<file path="src/rtl/redundancy_pkg.sv">
package redundancy_pkg;

    // redundancy role setting encodings
    localparam logic [1:0] ROLE_DISABLED = 2'h0;
    localparam logic [1:0] ROLE_STANDBY  = 2'h1;
    localparam logic [1:0] ROLE_PRIMARY  = 2'h2;

    // clock and timing
    localparam int unsigned CLK_HZ          = 100_000_000;
    localparam int unsigned TICK_US         = 100;
    localparam int unsigned TICK_CYCLES     = CLK_HZ / 1_000_000 * TICK_US;
    localparam int unsigned HOLD_MS         = 200;
    localparam int unsigned HOLD_TICKS      = HOLD_MS * 1000 / TICK_US;
    localparam int unsigned DTR_MS          = 5;
    localparam int unsigned DTR_TICKS       = DTR_MS * 1000 / TICK_US;
    localparam int unsigned STATUS_MS       = 100;
    localparam int unsigned STATUS_TICKS    = STATUS_MS * 1000 / TICK_US;
    localparam int unsigned MSG_TIMEOUT_MS  = 250;
    localparam int unsigned MSG_TIMEOUT_TICKS = MSG_TIMEOUT_MS * 1000 / TICK_US;
    localparam int unsigned DSR_TIMEOUT_MS  = 25;
    localparam int unsigned DSR_TIMEOUT_TICKS = DSR_TIMEOUT_MS * 1000 / TICK_US;
    localparam int unsigned DEBOUNCE_TICKS  = 50;

    // AXI4-Lite register byte offsets
    localparam logic [7:0] ADDR_CONFIG  = 8'h00;
    localparam logic [7:0] ADDR_STATUS  = 8'h04;
    localparam logic [7:0] ADDR_IRQ_ST  = 8'h08;
    localparam logic [7:0] ADDR_IRQ_MSK = 8'h0C;
    localparam logic [7:0] ADDR_CMD     = 8'h10;

    // config field positions
    localparam int CFG_ROLE_LSB      = 0;
    localparam int CFG_HB_OFF_ONLY   = 2;
    localparam int CFG_ASSIGN_RELAY  = 3;
    localparam int CFG_ASSIGN_HB     = 4;
    localparam int CFG_ASSIGN_FB     = 5;
    localparam int CFG_OFF_MODE      = 6;
    localparam logic [31:0] CFG_RESET = 32'h0000_0038;

    // cmd register: bit 0 takes the active role (manual takeover, standby only)
    localparam int CMD_TAKE = 0;

    // event bits, shared by irq status and mask
    localparam int EV_CFG_FAULT = 0;
    localparam int EV_RELAY_WARN = 1;
    localparam int EV_HAND_BACK = 2;
    localparam int EV_PEER_FAIL = 3;
    localparam int EV_ROLE_CHG  = 4;
    localparam int NUM_EV       = 5;

    localparam logic [1:0] RESP_OKAY   = 2'h0;
    localparam logic [1:0] RESP_SLVERR = 2'h2;

    typedef struct packed {
        logic        tx;
        logic [31:0] data;
        logic        dtr;
    } link_out_s;

    typedef struct packed {
        logic        rx_valid;
        logic [31:0] rx_data;
        logic        peer_active;
        logic        dsr;
    } link_in_s;

endpackage

</file>
<file path="src/rtl/hot_redundancy_role_supervisor.sv">
// Behaviour
// missing mandatory assignment raises configuration fault
// only standby unit energises switch relay
// active unit asserts active indicator
// never both units active
// hand-back acts on rising edge only
// policy: hand-back only when both OFF
// primary feedback expects 0 active, 1 observer
// standby feedback expects 1 active, 0 observer
// mismatch: standby warns, active keeps role
// observer suppresses CAN transmit, always receives
// link mirrors analogue-digital and virtual inputs
// link carries raw analogue measurements continuously
// new active holds linked analogue 200 ms; code holds only on standby relay energising, not on primary takeover
// speed measurements held 200 ms after switch; code holds only on standby relay energising, not on primary takeover
// link aligns excitation command state
// role 0/1/2; equal roles raise fault; code skips the equal-role check when the role is 0 (disabled)
// DTR toggle 5 ms, status 100 ms, peer timeouts
// inputs synchronised, debounced, hand-back edge pulse
`timescale 1ns/1ps
`default_nettype none
module hot_redundancy_role_supervisor #(
    parameter int unsigned TICK_CYCLES = redundancy_pkg::TICK_CYCLES,
    parameter int unsigned HOLD_TICKS  = redundancy_pkg::HOLD_TICKS,
    parameter int          AIN_W       = 64,
    parameter int          SPD_W       = 32,
    parameter int          DIN_W       = 16
) (
    input  wire logic                      clk,
    input  wire logic                      reset,
    // AXI4-Lite slave
    input  wire logic [7:0]                s_axi_awaddr,
    input  wire logic                      s_axi_awvalid,
    output logic                           s_axi_awready,
    input  wire logic [31:0]               s_axi_wdata,
    input  wire logic [3:0]                s_axi_wstrb,
    input  wire logic                      s_axi_wvalid,
    output logic                           s_axi_wready,
    output logic [1:0]                     s_axi_bresp,
    output logic                           s_axi_bvalid,
    input  wire logic                      s_axi_bready,
    input  wire logic [7:0]                s_axi_araddr,
    input  wire logic                      s_axi_arvalid,
    output logic                           s_axi_arready,
    output logic [31:0]                    s_axi_rdata,
    output logic [1:0]                     s_axi_rresp,
    output logic                           s_axi_rvalid,
    input  wire logic                      s_axi_rready,
    // plant pins
    input  wire logic                      hand_back_request_input,
    input  wire logic                      switch_relay_feedback_input,
    output logic                           switch_relay_command_output,
    output logic                           active_role_indicator_output,
    output logic                           configuration_fault_alarm,
    output logic                           switch_relay_failure_warning,
    output logic                           can_tx_enable,
    output logic                           irq,
    // peer_sync_link
    input  wire redundancy_pkg::link_in_s  peer_in,
    output redundancy_pkg::link_out_s      peer_out,
    input  wire logic [1:0]                peer_role,
    input  wire logic                      peer_off_mode,
    // measurements
    input  wire logic [AIN_W-1:0]          local_analogue,
    input  wire logic [AIN_W-1:0]          peer_analogue,
    input  wire logic [SPD_W-1:0]          local_speed,
    input  wire logic [SPD_W-1:0]          peer_speed,
    input  wire logic [DIN_W-1:0]          peer_virtual_inputs,
    input  wire logic [DIN_W-1:0]          local_virtual_inputs,
    input  wire logic                      peer_excitation,
    input  wire logic                      local_excitation,
    output logic [AIN_W-1:0]               used_analogue,
    output logic [SPD_W-1:0]               used_speed,
    output logic [DIN_W-1:0]               used_virtual_inputs,
    output logic                           excitation_command
);

    localparam int NE = redundancy_pkg::NUM_EV;

    typedef struct packed {
        logic [1:0]       hb_sync;
        logic [1:0]       fb_sync;
        logic             hb_deb;
        logic             fb_deb;
        logic [7:0]       hb_cnt;
        logic [7:0]       fb_cnt;
        logic [15:0]      tick_cnt;
        logic [15:0]      hold_cnt;
        logic [7:0]       dtr_cnt;
        logic [11:0]      stat_cnt;
        logic [11:0]      msg_cnt;
        logic [11:0]      dsr_cnt;
        logic             dsr_prev;
        logic             dtr;
        logic             status_tx;
        logic             active;
        logic             relay;
        logic             peer_fail;
        logic [31:0]      cfg;
        logic [NE-1:0]    ev_st;
        logic [NE-1:0]    ev_mask;
        logic             aw_got;
        logic             w_got;
        logic [7:0]       awaddr;
        logic [31:0]      wdata;
        logic [3:0]       wstrb;
        logic             bvalid;
        logic [1:0]       bresp;
        logic             rvalid;
        logic [31:0]      rdata;
        logic [1:0]       rresp;
        logic [AIN_W-1:0] ain_hold;
        logic [SPD_W-1:0] spd_hold;
    } state_s;

    state_s q;
    state_s d;

    logic tick;
    logic hb_pulse;
    logic fault;
    logic is_standby;
    logic is_primary;
    logic fb_expected;
    logic mismatch;
    logic hb_allowed;
    logic take_req;
    logic wr_fire;
    logic [NE-1:0] ev_set;
    logic [1:0] role;

    function automatic logic [31:0] merge(input logic [31:0] old, input logic [31:0] nw,
                                          input logic [3:0] be);
        logic [31:0] r;
        r = old;
        for (int i = 0; i < 4; i++) begin
            if (be[i]) begin
                r[i*8 +: 8] = nw[i*8 +: 8];
            end
        end
        return r;
    endfunction

    always_comb begin
        d = q;
        role = q.cfg[redundancy_pkg::CFG_ROLE_LSB +: 2];
        tick = (q.tick_cnt == 16'(TICK_CYCLES - 1));
        d.tick_cnt = tick ? 16'h0000 : q.tick_cnt + 16'h0001;
        is_standby = (role == redundancy_pkg::ROLE_STANDBY);
        is_primary = (role == redundancy_pkg::ROLE_PRIMARY);

        // two-flop synchronisers and tick-based debounce
        d.hb_sync = {q.hb_sync[0], hand_back_request_input};
        d.fb_sync = {q.fb_sync[0], switch_relay_feedback_input};
        if (q.hb_sync[1] == q.hb_deb) begin
            d.hb_cnt = 8'h00;
        end else if (tick) begin
            d.hb_cnt = q.hb_cnt + 8'h01;
            if (q.hb_cnt == 8'(redundancy_pkg::DEBOUNCE_TICKS - 1)) begin
                d.hb_deb = q.hb_sync[1];
                d.hb_cnt = 8'h00;
            end
        end
        if (q.fb_sync[1] == q.fb_deb) begin
            d.fb_cnt = 8'h00;
        end else if (tick) begin
            d.fb_cnt = q.fb_cnt + 8'h01;
            if (q.fb_cnt == 8'(redundancy_pkg::DEBOUNCE_TICKS - 1)) begin
                d.fb_deb = q.fb_sync[1];
                d.fb_cnt = 8'h00;
            end
        end
        hb_pulse = (d.hb_deb && !q.hb_deb);

        // configuration fault
        fault = !q.cfg[redundancy_pkg::CFG_ASSIGN_RELAY]
              || !q.cfg[redundancy_pkg::CFG_ASSIGN_HB]
              || !q.cfg[redundancy_pkg::CFG_ASSIGN_FB];
        fault = fault || ((role != redundancy_pkg::ROLE_DISABLED)
              && (peer_role == role));

        // peer link heartbeat
        d.dtr_cnt = q.dtr_cnt;
        d.status_tx = 1'b0;
        if (tick) begin
            if (q.dtr_cnt == 8'(redundancy_pkg::DTR_TICKS - 1)) begin
                d.dtr_cnt = 8'h00;
                d.dtr = !q.dtr;
            end else begin
                d.dtr_cnt = q.dtr_cnt + 8'h01;
            end
            if (q.stat_cnt == 12'(redundancy_pkg::STATUS_TICKS - 1)) begin
                d.stat_cnt = 12'h000;
                d.status_tx = 1'b1;
            end else begin
                d.stat_cnt = q.stat_cnt + 12'h001;
            end
            if (q.msg_cnt != 12'(redundancy_pkg::MSG_TIMEOUT_TICKS)) begin
                d.msg_cnt = q.msg_cnt + 12'h001;
            end
            if (q.dsr_cnt != 12'(redundancy_pkg::DSR_TIMEOUT_TICKS)) begin
                d.dsr_cnt = q.dsr_cnt + 12'h001;
            end
        end
        d.dsr_prev = peer_in.dsr;
        if (peer_in.dsr != q.dsr_prev) begin
            d.dsr_cnt = 12'h000;
        end
        if (peer_in.rx_valid) begin
            d.msg_cnt = 12'h000;
        end
        d.peer_fail = (q.msg_cnt == 12'(redundancy_pkg::MSG_TIMEOUT_TICKS))
                   || (q.dsr_cnt == 12'(redundancy_pkg::DSR_TIMEOUT_TICKS));

        // role handling
        hb_allowed = !q.cfg[redundancy_pkg::CFG_HB_OFF_ONLY]
                   || (q.cfg[redundancy_pkg::CFG_OFF_MODE] && peer_off_mode);
        take_req = 1'b0;
        if (is_standby && !q.active && (q.peer_fail || !peer_in.peer_active)) begin
            take_req = q.peer_fail;
        end
        if (is_standby) begin
            if (take_req) begin
                d.active = 1'b1;
                d.relay = 1'b1;
            end else if (hb_pulse && hb_allowed && q.active) begin
                d.active = 1'b0;
                d.relay = 1'b0;
            end
        end else if (is_primary) begin
            d.relay = 1'b0;
            // primary takes the role only while the standby does not hold it
            if (!peer_in.peer_active && (q.peer_fail || hb_pulse)) begin
                d.active = 1'b1;
            end else if (peer_in.peer_active) begin
                d.active = 1'b0;
            end
        end else begin
            d.active = 1'b0;
            d.relay = 1'b0;
        end
        if (fault) begin
            d.relay = 1'b0;
        end

        // relay feedback supervision
        fb_expected = is_primary ? !q.active : q.active;
        mismatch = is_standby && (q.fb_deb != fb_expected);

        // hold linked values after the relay energises
        if (d.relay && !q.relay) begin
            d.hold_cnt = 16'(HOLD_TICKS);
        end else if (tick && q.hold_cnt != 16'h0000) begin
            d.hold_cnt = q.hold_cnt - 16'h0001;
        end
        if (q.hold_cnt == 16'h0000 && !(d.relay && !q.relay)) begin
            d.ain_hold = peer_analogue;
            d.spd_hold = peer_speed;
        end

        // events
        ev_set = '0;
        ev_set[redundancy_pkg::EV_CFG_FAULT] = fault;
        ev_set[redundancy_pkg::EV_RELAY_WARN] = mismatch;
        ev_set[redundancy_pkg::EV_HAND_BACK] = hb_pulse;
        ev_set[redundancy_pkg::EV_PEER_FAIL] = q.peer_fail;
        ev_set[redundancy_pkg::EV_ROLE_CHG] = (d.active != q.active);

        // AXI4-Lite write path
        if (s_axi_awvalid && !q.aw_got) begin
            d.aw_got = 1'b1;
            d.awaddr = s_axi_awaddr;
        end
        if (s_axi_wvalid && !q.w_got) begin
            d.w_got = 1'b1;
            d.wdata = s_axi_wdata;
            d.wstrb = s_axi_wstrb;
        end
        wr_fire = q.aw_got && q.w_got && !q.bvalid;
        d.ev_st = q.ev_st;
        if (wr_fire) begin
            d.aw_got = 1'b0;
            d.w_got = 1'b0;
            d.bvalid = 1'b1;
            d.bresp = redundancy_pkg::RESP_OKAY;
            case (q.awaddr)
                redundancy_pkg::ADDR_CONFIG: d.cfg = merge(q.cfg, q.wdata, q.wstrb);
                redundancy_pkg::ADDR_IRQ_ST: d.ev_st = q.ev_st & ~q.wdata[NE-1:0];
                redundancy_pkg::ADDR_IRQ_MSK: d.ev_mask = q.wdata[NE-1:0];
                redundancy_pkg::ADDR_CMD: begin
                    if (q.wdata[redundancy_pkg::CMD_TAKE] && is_standby && !fault
                        && !peer_in.peer_active) begin
                        d.active = 1'b1;
                        d.relay = 1'b1;
                        d.hold_cnt = 16'(HOLD_TICKS);
                    end
                end
                redundancy_pkg::ADDR_STATUS: ;
                default: d.bresp = redundancy_pkg::RESP_SLVERR;
            endcase
        end
        d.ev_st = d.ev_st | ev_set; // set wins over clear
        if (q.bvalid && s_axi_bready) begin
            d.bvalid = 1'b0;
        end

        // AXI4-Lite read path
        if (s_axi_arvalid && !q.rvalid) begin
            d.rvalid = 1'b1;
            d.rresp = redundancy_pkg::RESP_OKAY;
            case (s_axi_araddr)
                redundancy_pkg::ADDR_CONFIG: d.rdata = q.cfg;
                redundancy_pkg::ADDR_STATUS: d.rdata = {24'h000000, q.fb_deb, q.hb_deb,
                    q.peer_fail, q.hold_cnt != 16'h0000, fault, mismatch, q.relay, q.active};
                redundancy_pkg::ADDR_IRQ_ST: d.rdata = 32'(q.ev_st);
                redundancy_pkg::ADDR_IRQ_MSK: d.rdata = 32'(q.ev_mask);
                redundancy_pkg::ADDR_CMD: d.rdata = 32'h0000_0000;
                default: begin
                    d.rdata = 32'h0000_0000;
                    d.rresp = redundancy_pkg::RESP_SLVERR;
                end
            endcase
        end else if (q.rvalid && s_axi_rready) begin
            d.rvalid = 1'b0;
        end
    end

    always_ff @(posedge clk) begin
        if (reset) begin
            q <= '0;
            q.cfg <= redundancy_pkg::CFG_RESET;
        end else begin
            q <= d;
        end
    end

    assign s_axi_awready = !q.aw_got;
    assign s_axi_wready = !q.w_got;
    assign s_axi_bvalid = q.bvalid;
    assign s_axi_bresp = q.bresp;
    assign s_axi_arready = !q.rvalid;
    assign s_axi_rvalid = q.rvalid;
    assign s_axi_rdata = q.rdata;
    assign s_axi_rresp = q.rresp;

    assign switch_relay_command_output = q.relay && is_standby;
    assign active_role_indicator_output = q.active;
    assign configuration_fault_alarm = fault;
    assign switch_relay_failure_warning = mismatch;
    assign can_tx_enable = q.active;
    assign irq = |(q.ev_st & q.ev_mask);

    assign peer_out.dtr = q.dtr;
    assign peer_out.tx = q.status_tx;
    assign peer_out.data = {27'h0000000, local_excitation, q.relay, q.active, role};

    assign used_analogue = (q.hold_cnt != 16'h0000) ? q.ain_hold
                         : (q.active ? local_analogue : peer_analogue);
    assign used_speed = (q.hold_cnt != 16'h0000) ? q.spd_hold
                      : (q.active ? local_speed : peer_speed);
    assign used_virtual_inputs = q.active ? local_virtual_inputs : peer_virtual_inputs;
    assign excitation_command = q.active ? local_excitation : peer_excitation;

endmodule
`default_nettype wire

</file>
<file path="config.mk">
export PLATFORM = sky130hd
export DESIGN_NAME = hot_redundancy_role_supervisor
export DESIGN_NICKNAME = d
export VERILOG_FILES = /design/src/rtl/redundancy_pkg.sv /design/src/rtl/hot_redundancy_role_supervisor.sv
export SDC_FILE = /design/constraint.sdc
export NUM_CORES = 1
export LEC_CHECK = 0
export BUFFER_PORTS_ARGS = -buffer_cell sky130_fd_sc_hd__buf_2
export CAP_MARGIN = 5
export CORE_MARGIN = 3
export CORE_UTILIZATION = 31
export DETAILED_ROUTE_END_ITERATION = 7
export GPL_TIMING_DRIVEN = 0
export PLACE_DENSITY = 0.52
export SLEW_MARGIN = 20
export SYNTH_ARGS = -nofsm -noshare
export SYNTH_HDL_FRONTEND = slang
export SYNTH_SLANG_ARGS = --single-unit
</file>
<file path="constraint.sdc">
create_clock -name clk -period 3.7 [get_ports clk]
set_input_delay 0.185 -clock clk [delete_from_list [all_inputs] [get_ports clk]]
set_output_delay 0.185 -clock clk [all_outputs]
set_load 0.02 [all_outputs]
</file>
---- After elaboration in Yosys (flattened, before gate mapping) ----
Cells that the tools add are included.
storage, ports and cells
  input bits .............................. 325
  register bits after elaboration ......... 326
  output and inout bits ................... 194
cells by class
  equal/unequal tests ..................... 25
  bitwise gates (word level) .............. 6
  add/subtract/negate cells ............... 8
  mux-type cells .......................... 41
  reductions and logical operators ........ 71
operators by type and width
  cell                   count
  $mux 64                2
  $pmux 32 s4            1
  $mux 16                6
  $mux 32                2
  $add 12x1->12 const B  3
  $eq 8x4->1 const B     4
  $add 8x1->8 const B    3
  $eq 8x6->1 const B     3
  $mux 12                2
  $mux 8                 3
  $logic_and 1x1->1      23
  $mux 2                 9
  $add 16x1->16 const B  1
  $eq 16x14->1 const B   1
  $eq 8x3->1 const B     2
  $eq 8x5->1 const B     2
  $logic_not 16->1       1
  $logic_not 8->1        2
  $reduce_bool 16->1     1
  $reduce_or 2->1        8
  $sub 16x1->16 const B  1
  $logic_not 1->1        15
  $reduce_and 3->1       5
  $reduce_or 5->1        3
  other kinds (19)       48

---- Depth between registers and ports, before layout ----
Gate-level depths: netlist of run 1.
  word-level depth ........................ 16
  depth in mapped cells ................... 10
  gate-level depth less buffers ........... 7

---- Least setup slack after synthesis of run 1 ----
No wires, ideal clock.
  path kind ............................... flip-flop to output port
  start point ............................. register q (netlist bit active_role_indicator_output)
  end point ............................... output used_analogue[35]
  stages on the path, launching flop included .. 6
  arrival time ............................ 2206 ps
  path slack .............................. 1309 ps
  path through ............................ dfxtp_1 clkbuf_1 clkbuf_1 buf_1 mux2i_1 o21ai_0
between the ends
  longest elaborated chain between the ends .. 2
RTL lines
  element             RTL line                               text
  start: declaration  hot_redundancy_role_supervisor.sv:116  state_s q;
  $mux 64             hot_redundancy_role_supervisor.sv:358  : (q.active ? local_analogue : peer_analogue);
  $mux 64             hot_redundancy_role_supervisor.sv:357  assign used_analogue = (q.hold_cnt != 16'h0000) ? q.ain_hold
  end: declaration    hot_redundancy_role_supervisor.sv:72   output logic [AIN_W-1:0] used_analogue,
No other way between the ends.

---- Worst setup path after layout of run 1 ----
  start point ............................. register q[272] in the netlist's numbering
  end point ............................... output used_speed[26]
between the ends
  longest elaborated chain between the ends .. 2
RTL lines
  element             RTL line                               text
  $reduce_bool 16->1  hot_redundancy_role_supervisor.sv:359  assign used_speed = (q.hold_cnt != 16'h0000) ? q.spd_hold
  $mux 32             hot_redundancy_role_supervisor.sv:359
  end: declaration    hot_redundancy_role_supervisor.sv:73   output logic [SPD_W-1:0] used_speed,
No other way between the ends.

==> metrics.md, run 1 <==
| Metric | Value |
|---|---|
| Clock buffer depth | `3` |
| CP Capture Type | `primary output` |
| Dpl ws | `-317 ps` |
| I/O pins | `between 500 and 600` |
| Synthesized area | `between 15000 and 20000 µm²` |
| Reg-to-reg critical path startpoint | `q[288]$_SDFF_PP0_` |
| Pre-antenna DRT Iters | `5` |
| Crit path cell chain | `inv_1 > ha_1 > nor4b_1 > and2_1 > nand2_2 > buf_2 > clkbuf_2 > buf_2 > nand2_1 > o21ai_0 > buf_2` |
| Slowest cell on crit path | `buf_2` |
| CTS root buf | `clkbuf_16` |
| Die X | `231 µm` |
| Vias after detailed routing | `16312` |
| P&R area growth vs syn | `38.2%` |
| Overall Global Routing Usage | `0.209` |
| DR iter-0 viols | `735` |
| Tot Pwr | `0.00827 W` |
| Share of the synthesized area in the top cell type | `0.413` |
| Multi-input gate area | `8220 µm²` |
| Layout cell share with drive strength beyond 1 | `0.244` |
| Filler cells | `5083` |
| Antenna viol nets, final | `0` |
| PwrDens | `roughly 380 nW/µm²` |
| Final Cycle Share | `0.949` |
| Synth warnings | `0` |
| Initial antenna violation count | `7` |
| Final wirelength | `58.9 mm` |
| Setup crit start | `q[272]$_SDFF_PP0_` |
| CTS tree | `done` |
| Count of pins over their slew limit | `0` |
| Die height | `231 µm` |
| Design Area, Final | `21700 µm²` |
| Gpl congestion | `0.893` |
| Placement Cell Area | `18900 µm²` |
| Vias in the first global route | `15977` |
| Post-Layout Cell Count | `3350` |
| Crit start category | `flip-flop` |
| Clk Latency, worst-skew pair | `about 540 ps` |
| Worst path max stage delay | `360 ps` |
| Fmax | `285 MHz` |
| Crit Path Category | `reg2out` |
| Peak VDD IR | `0.230 mV` |
| Final Net Count | `2991` |
| DRC | `0` |
| CP Max Fanout | `10` |
| Largest net degree at the start of global routing | `20` |
| Hold WC Path Type | `in2reg` |
| Hold Slack | `103 ps` |
| CTS Sinks | `324` |
| Worst EP arrival | `between 3000 and 4000 ps` |
| Worst Tran Pin Value | `1000 ps` |
| Final min period | `roughly 3500 ps` |
| FFs w/ async S/R, synth | `0` |
| RSZ-0062 raised after global routing | `false` |
| Routed length per instance | `17.6 µm` |
| Main synth FF type | `dfxtp_1` |
| Most frequent CP cell | `buf_2` |
| CP bufs+invs | `5` |
| Row count | `81` |
| Final worst slack | `189 ps` |
| CTS buffer count | `38` |
| Outcome | `finished, final reports clean` |
| Avg Cell Area, Syn | `just under 8 µm²` |
| Core Footprint | `49500 µm²` |
| Library cells used by synthesis | `63` |
| Number of synthesized flops with an enable pin | `0` |
| Synth top area cells | `dfxtp_1 41%, nand2_1 11%, mux2i_1 7.6%, a21oi_1 6.2%, nor2_1 3.6%` |
| First-pass GRT wire length | `89.1 mm` |
| Syn Inst Count | `1980` |
| Worst Path Required | `3510 ps` |
| Initial Util | `0.318` |
| Fin. Hold Viols | `0` |
| Top Family by Delay on Critical Path | `buffers and inverters` |
| Seq cells post-synth | `approximately 320` |
| Hold_sp | `s_axi_araddr[0]` |
| HPWL after DPL | `between 40 and 50 mm` |
| IO Port Bufs | `456` |
| Worst clock skew | `roughly 19 ps` |
| FF+latch area | `between 6000 and 7000 µm²` |
| Gr ovfl total | `0` |
| Final setup violation count | `0` |
| Clk slew on worst S/H paths | `60 ps` |
| Vias per inst | `4.87` |
| Relative slew slack | `0.332` |
| Max H-tree Level | `2` |
| Synth area leader | `dfxtp_1` |
| Post-synthesis sequential area ratio | `0.413` |
| Inst Count DP | `3128` |
| Max-cap violations | `0` |
| Full die area | `53400 µm²` |
| Leakage power figure | `between 8 and 9 nW` |
==> through the flow <==
step | TNS, ps | utilization
after floorplan | 0 | -
after global routing | 0 | 0.439
after CTS | 0 | 0.438
final | 0 | 0.439
after global placement | -2280 | 0.383
after detailed placement | -1380 | 0.383
==> logic make-up after synthesis <==
family	synth area share
other	0.000239
buffers and inverters	0.0714
AO/OA/AOI/OAI	0.134
adder cells (fa/ha/maj)	0.0104
XOR/XNOR	0.0351
flip-flops	0.413
multiplexers	0.0965
AND/OR/NAND/NOR	0.240
==> what timing repair did <==
| item | in CTS | in global routing |
|---|---|---|
| setup endpoints to repair | 89 | 11 |
| gates resized for setup | 9 | 2 |
| setup buffers | 0 | 0 |
| hold buffers | 150 | 0 |
| endpoints found under the hold margin | 151 | 0 |
==> worst min-delay path, delay by kind of cell <==
family                 cells  cell delay [ps]
AND/OR/NAND/NOR            2              250
buffers and inverters      1               70
AO/OA/AOI/OAI              1              100
==> area by class of cell <==
type	instances	share of cell area
plain buffers	198	0.0484
clock inverters	12	0.00542
clock buffers	56	0.0516
diodes	5	0.000576
inverters	22	0.00380
flip-flops and latches	324	0.299
multi-input cells	1463	0.379
well taps	664	0.0383
repair buffers	606	0.174
==> power by group <==
group / switching [W] / total (W) / leakage (nW) / internal [W]
registers: 0.0000542 / 0.00364 / 2.65 / 0.00359
logic: 0.000495 / 0.000896 / 5.52 / 0.000401
clock network: 0.00149 / 0.00373 / 0.617 / 0.00224
total: 0.00204 / 0.00827 / 8.78 / 0.00623
==> cells in the final DEF (no fill, tap or decap), drive strengths merged, types with 8 or more instances in the layout <==
| cell | instances |
|---|---|
| nand4 | 26 |
| ha | 13 |
| or4 | 19 |
| buf | 560 |
| nor2 | 149 |
| nand3 | 46 |
| a21oi | 196 |
| xnor2 | 46 |
| xor2 | 17 |
| o31ai | 14 |
| clkbuf | 149 |
| dfxtp | 324 |
| nand2b | 11 |
| nand2 | 452 |
| and3 | 14 |
| nor2b | 14 |
| mux2i | 120 |
| a22oi | 28 |
| clkinv | 8 |
| o21ai | 107 |
| nor3 | 23 |
| dlygate4sd3 | 150 |
| or3 | 14 |
| nor4 | 28 |
| inv | 24 |
| mux2 | 22 |
| conb | 29 |
==> state kept, by name, summed over array words and instances, names as in the netlist <==
name	cells
active_role_indicator_output	1
d	2
ev_set	1
peer_out	5
q	279
s_axi_bresp	1
s_axi_bvalid	1
s_axi_rdata	32
s_axi_rresp	1
s_axi_rvalid	1
==> path summary, 6_finish.rpt <==
path	cells past startpoint	slack (ps)	end
worst max-delay path	11	190	used_speed[26]
worst min-delay path	4	100	s_axi_rdata[3]$_SDFFE_PP0P_
worst max register to register	9	1000	q[280]$_SDFF_PP0_
worst min register to register	2	450	q[218]$_SDFFE_PP0P_
==> synth_stat cells (7+ instances only) <==
cell type	instances
nand2_1	452
dfxtp_1	324
a21oi_1	195
nor2_1	149
mux2i_1	120
o21ai_0	107
clkbuf_1	95
buf_4	71
nand3_1	46
xnor2_1	46
a22oi_1	28
nand4_1	26
nor4_1	26
nor3_1	23
inv_1	22
mux2_2	22
buf_2	20
or4_1	17
xor2_1	17
and3_1	14
nor2b_1	14
o31ai_1	14
buf_1	13
ha_1	13
or3_1	13
nand2b_1	11
and2_1	7
nand4b_1	7
==> routing by layer <==
| metal | part of all wire | routed length (µm) | vias to the layer above | GRT usage |
|---|---|---|---|---|
| li1 | - | - | 8052 | - |
| met5 | 0.00059 | 35 | - | 0 |
| met2 | 0.48 | 28100 | 482 | 0.360 |
| met3 | 0.062 | 3660 | 80 | 0.0423 |
| met4 | 0.022 | 1280 | 6 | 0.0598 |
| met1 | 0.44 | 25800 | 7692 | 0.266 |
Power figures use the tool's default switching activity.
==> run 2: changes to the inputs <==
--- a/config.mk
+++ b/config.mk
@@ -12,6 +12,7 @@
 export DETAILED_ROUTE_END_ITERATION = 7
 export GPL_TIMING_DRIVEN = 0
 export PLACE_DENSITY = 0.52
+export REMOVE_ABC_BUFFERS = 1
 export SLEW_MARGIN = 20
 export SYNTH_ARGS = -nofsm -noshare
 export SYNTH_HDL_FRONTEND = slang
==> metrics.md, run 2 (synthesis results as in run 1) <==
| Metric | Value |
|---|---|
| First-pass GRT wire length | `84.8 mm (-4.8%)` |
| Die height | `231 µm (unchanged)` |
| Final Cycle Share | `0.930 (-0.0189)` |
| Initial antenna violation count | `6 (-1)` |
| Final min period | `3440 ps (-69.9 ps)` |
| Max-cap violations | `0 (unchanged)` |
| Multi-input gate area | `8270 µm² (+0.61%)` |
| Top reg by flops | `q` |
| Row count | `81 (unchanged)` |
| Relative slew slack | `0.349 (+0.0176)` |
| Gpl congestion | `0.875 (-2.0%)` |
| Initial Util | `0.318 (unchanged)` |
| Layout cell share with drive strength beyond 1 | `0.230 (-0.0138)` |
| CTS tree | `done` |
| Leakage power figure | `8.44 nW (-3.8%)` |
| CTS Sinks | `324 (unchanged)` |
| Worst Tran Pin Value | `974 ps (-29.1 ps)` |
| Routed length per instance | `17.5 µm (-0.58%)` |
| Tot Pwr | `0.00833 W (+0.83%)` |
| P&R area growth vs syn | `35.4%` |
| Max H-tree Level | `2 (unchanged)` |
| FF+latch area | `6490 µm² (about the same)` |
| HPWL after DPL | `39.7 mm (-11%)` |
| Vias in the first global route | `14920 (-6.6%)` |
| Antenna viol nets, final | `0 (unchanged)` |
| Crit start category | `flip-flop` |
| Dpl ws | `245 ps (+562 ps)` |
| Postcts setup bufs | `0 (unchanged)` |
| Count of pins over their slew limit | `0 (unchanged)` |
| Final wirelength | `55.7 mm (-5.4%)` |
| CTS root buf | `clkbuf_16` |
| Overall Global Routing Usage | `0.199 (-0.0104)` |
| Final worst slack | `259 ps (+69.9 ps)` |
| Clock buffer depth | `3 (unchanged)` |
| CP Max Fanout | `66 (+56)` |
| Peak VDD IR | `0.373 mV (+62%)` |
| Core Footprint | `49500 µm² (unchanged)` |
| Largest register FFs | `279 (unchanged)` |
| Outcome | `finished, final reports clean` |
| RSZ-0062 raised after global routing | `false` |
| Vias after detailed routing | `15527 (-4.8%)` |
| Setup TNS | `0 ps (unchanged)` |
| Most common cell after layout, fill and taps aside | `buf_2` |
| Worst EP arrival | `3260 ps (-70 ps)` |
| Largest net degree at the start of global routing | `117 (+480%)` |
| Pre-antenna DRT Iters | `5 (unchanged)` |
| DR iter-0 viols | `996 (+36%)` |
| Clk Latency, worst-skew pair | `580 ps (+40 ps)` |
| IO Port Bufs | `457 (+0.22%)` |
| Fmax | `291 MHz (+2.0%)` |
| Most frequent cells in the layout | `459 x buf_2, 448 x nand2_1, 323 x dfxtp_1, 195 x a21oi_1, 172 x dlygate4sd3_1` |
| CP Capture Type | `primary output` |
| Vias per inst | `4.87 (about the same)` |
| Final Net Count | `2831 (-5.3%)` |
| Fin. Hold Viols | `0 (unchanged)` |
| Worst Path Required | `3510 ps (about the same)` |
| Clk slew on worst S/H paths | `60 ps (about the same)` |
| I/O pins | `519 (unchanged)` |
| Full die area | `53400 µm² (unchanged)` |
| Gr ovfl total | `0 (unchanged)` |
| CTS buffer count | `39 (+2.6%)` |
| Worst clock skew | `22.4 ps (+3.55 ps)` |
| DRC | `0 (unchanged)` |
| PwrDens | `392 nW/µm² (+2.9%)` |
| Final setup violation count | `0 (unchanged)` |
| Die X | `231 µm (unchanged)` |
| Hold WC Path Type | `in2reg` |
| Filler cells | `5006 (-1.5%)` |
| Crit Path Category | `reg2out` |
-- run 2: cell count changes in the layout (fill, tap and decap cells not counted), sizes merged, moves of 2 or more --
cell	change
clkinv	-2
dlygate4sd3	+22
diode	-2
buf	-89
clkinvlp	+3
clkbuf	-92
-- run 2: timing repair --
| item | in CTS | in global routing |
|---|---|---|
| hold buffers | 172 | 0 |
| gates resized for setup | 3 | 4 |
| hold endpoints to repair | 148 | 0 |
| endpoints found under the setup margin | 2 | 4 |
-- run 2: through the flow --
step / instance area (µm²) / util / hold WS [ps] / cells
global route: 21300 / 0.430 / 44.5 / 3186
global placement: 17900 / 0.362 / 375 / 2930
floorplan: 14800 / - / 254 / 1809
CTS: 21300 / 0.430 / 3.88 / 3184
finish: 21300 / 0.430 / 46.5 / 3187
detailed placement: 18200 / 0.369 / 374 / 2944
-- run 2: critical path, stage by stage (launching register included) --
cell     delay, ps
dfxtp_1        350
nor4_1         570
and2_1         360
nand2_4        350
buf_16         330
o21ai_0        450
buf_2          260
-- run 2: where the power goes --
group	switching [W]	total (W)	leakage [nW]	internal, W
clock	0.00159	0.00381	0.619	0.00223
combinational	0.000484	0.000878	5.18	0.000394
sequential	0.0000570	0.00364	2.65	0.00359
-- run 2: per-layer routing --
layer  part of all wire  vias up  global-route usage
met3              0.061      126              0.0463
met2               0.48      463               0.337
met1               0.40     7209               0.231
li1                   -     7723                   -
met5            0.00074        -                   0
met4              0.058        6               0.114
-- run 2: worst paths after layout --
kind / startpoint / end / slack, ps / cells past startpoint
setup / recovery: q[279]$_SDFF_PP0_ / used_speed[17] / 260 / 6
hold / removal: s_axi_araddr[0] / s_axi_rdata[3]$_SDFFE_PP0P_ / 50 / 4
setup reg to reg: active_role_indicator_output$_SDFF_PP0_ / q[26]$_SDFFE_PP0P_ / 310 / 8
hold reg to reg: d[325]$_SDFF_PP0_ / q[325]$_SDFF_PP0_ / 440 / 1
-- run 2: final cells by class --
class                           instances  area share
Antenna cell                            3    0.000353
Clock buffer                           57      0.0533
Clock inverter                         11     0.00735
Inverter                               22     0.00388
Multi-Input combinational cell       1463       0.389
Sequential cell                       324       0.305
Tap cell                              664      0.0391
Timing Repair Buffer                  643       0.202
==> run 3: changes to the inputs <==
--- a/config.mk
+++ b/config.mk
@@ -7,6 +7,7 @@
 export LEC_CHECK = 0
 export BUFFER_PORTS_ARGS = -buffer_cell sky130_fd_sc_hd__buf_2
 export CAP_MARGIN = 5
+export CORE_ASPECT_RATIO = 1.5
 export CORE_MARGIN = 3
 export CORE_UTILIZATION = 31
 export DETAILED_ROUTE_END_ITERATION = 7
==> metrics.md, run 3 (synthesis results as in run 1) <==
| Metric | Value |
|---|---|
| Outcome | `finished, final reports clean` |
| P&R area growth vs syn | `33.9%` |
| Fmax | `281 MHz (-3.5%)` |
| Vias in the first global route | `14929 (+0.060%)` |
| Crit Path Category | `reg2out` |
| Final wirelength | `56.8 mm (+1.9%)` |
| Inst Count DP | `2942 (-0.068%)` |
| Peak VDD IR | `0.382 mV (+2.3%)` |
| CTS buffer count | `36 (-7.7%)` |
| Final setup violation count | `0 (unchanged)` |
| Fin. Hold Viols | `0 (unchanged)` |
| Initial antenna violation count | `8 (+2)` |
| Core Footprint | `49900 µm² (+0.94%)` |
| Relative slew slack | `0.271 (-0.0780)` |
| Overall Global Routing Usage | `0.199 (+0.000338)` |
| Gr ovfl total | `0 (unchanged)` |
| Routed length per instance | `17.9 µm (+2.4%)` |
| Top reg by flops | `q` |
| Pre-antenna DRT Iters | `5 (unchanged)` |
| Worst Path Required | `3510 ps (about the same)` |
| Final Net Count | `2820 (-0.39%)` |
| Worst Tran Pin Value | `1090 ps (+116 ps)` |
| Hold WC Path Type | `in2reg` |
| Tot Pwr | `0.00803 W (-3.6%)` |
| Clock buffer depth | `3 (unchanged)` |
| IO Port Bufs | `457 (unchanged)` |
| Worst clock skew | `29.3 ps (+6.83 ps)` |
| DR iter-0 viols | `825 (-17%)` |
| First-pass GRT wire length | `84.1 mm (-0.83%)` |
| Most frequent cells in the layout | `457 x buf_2, 448 x nand2_1, 323 x dfxtp_1, 195 x a21oi_1, 165 x dlygate4sd3_1` |
| Max H-tree Level | `2 (unchanged)` |
| Vias per inst | `4.89 (+0.38%)` |
| Vias after detailed routing | `15517 (-0.064%)` |
| Largest register FFs | `279 (unchanged)` |
| Leakage power figure | `8.36 nW (-1.0%)` |
| Most common cell after layout, fill and taps aside | `buf_2` |
| Final min period | `3560 ps (+123 ps)` |
| Die X | `190 µm (-18%)` |
| Largest net degree at the start of global routing | `123 (+5.1%)` |
| Count of pins over their slew limit | `0 (unchanged)` |
| Antenna viol nets, final | `0 (unchanged)` |
| Full die area | `53500 µm² (+0.11%)` |
| DRC | `0 (unchanged)` |
| Clk slew on worst S/H paths | `60 ps (about the same)` |
| Worst EP arrival | `3380 ps (+120 ps)` |
| Die height | `282 µm (+22%)` |
| I/O pins | `519 (unchanged)` |
| Crit start category | `flip-flop` |
| Max-cap violations | `0 (unchanged)` |
| RSZ-0062 raised after global routing | `false` |
| PwrDens | `382 nW/µm² (-2.6%)` |
| Final Cycle Share | `0.963 (+0.0333)` |
| Row count | `100 (+23%)` |
| Post-Layout Cell Count | `3173 (-0.44%)` |
| Initial Util | `0.315 (-0.00296)` |
| CTS root buf | `clkbuf_16` |
| HPWL after DPL | `41.4 mm (+4.3%)` |
| CTS tree | `done` |
| CP Capture Type | `primary output` |
| Clk Latency, worst-skew pair | `540 ps (-40 ps)` |
| Gpl congestion | `0.819 (-6.4%)` |
| Layout cell share with drive strength beyond 1 | `0.228 (-0.00221)` |
| CTS Sinks | `324 (unchanged)` |
| CP Max Fanout | `72 (+9.1%)` |
run 3: critical path, cell delays in order (launching register included):
cell,delay [ps]
dfxtp_1,360
nor4_1,540
and2_1,360
nand2_4,340
buf_16,320
o21ai_1,600
buf_2,290
run 3: path summary, 6_finish.rpt:
kind	start	end	cells after the start	slack, ps
max	q[279]$_SDFF_PP0_	used_analogue[40]	6	140
min	s_axi_araddr[5]	s_axi_rresp[1]$_SDFFE_PP0P_	3	50
max reg2reg	q[288]$_SDFF_PP0_	q[245]$_SDFFE_PP0P_	6	380
min reg2reg	d[323]$_SDFF_PP0_	q[323]$_SDFF_PP0_	1	440
run 3: area by class of cell:
class	instances	area [µm²]
well taps	663	830
repair buffers	635	4220
inverters	22	82.6
fillers	5098	28900
flip-flops and latches	324	6490
multi-input cells	1463	8260
clock inverters	9	82.6
clock buffers	52	1050
diodes	5	12.5
run 3: repair_timing:
action,4_1_cts,5_1_grt
pin swaps,0,0
setup endpoints to repair,6,5
setup buffers,0,0
resized for setup,7,5
endpoints found under the hold margin,166,0
hold buffers,165,0
run 3: power breakdown:
part	total, W	switching [W]	internal (W)	leakage [nW]
Sequential	0.00364	0.0000579	0.00359	2.65
Combinational	0.000881	0.000490	0.000391	5.15
Clock	0.00351	0.00152	0.00199	0.562
Total	0.00803	0.00207	0.00597	8.36
run 3: stage by stage:
step	setup TNS [ps]	utilization	setup WS (ps)	area (µm²)	hold slack (ps)
2_1_floorplan	-524230	-	-3300	14800	254
3_3_place_gp	-1127240	0.358	-6200	17900	369
3_5_place_dp	0	0.365	322	18200	373
4_1_cts	0	0.421	2.01	21000	19.2
5_1_grt	0	0.421	6.41	21000	46.0
6_report	0	0.421	136	21000	50.2
run 3: layer usage:
layer | part of all wire | GRT usage | vias to the layer above
met4 | 0.049 | 0.0971 | 6
met5 | 0.00078 | 0 | -
met2 | 0.47 | 0.331 | 504
met1 | 0.39 | 0.227 | 7194
met3 | 0.094 | 0.0711 | 118
li1 | - | - | 7695
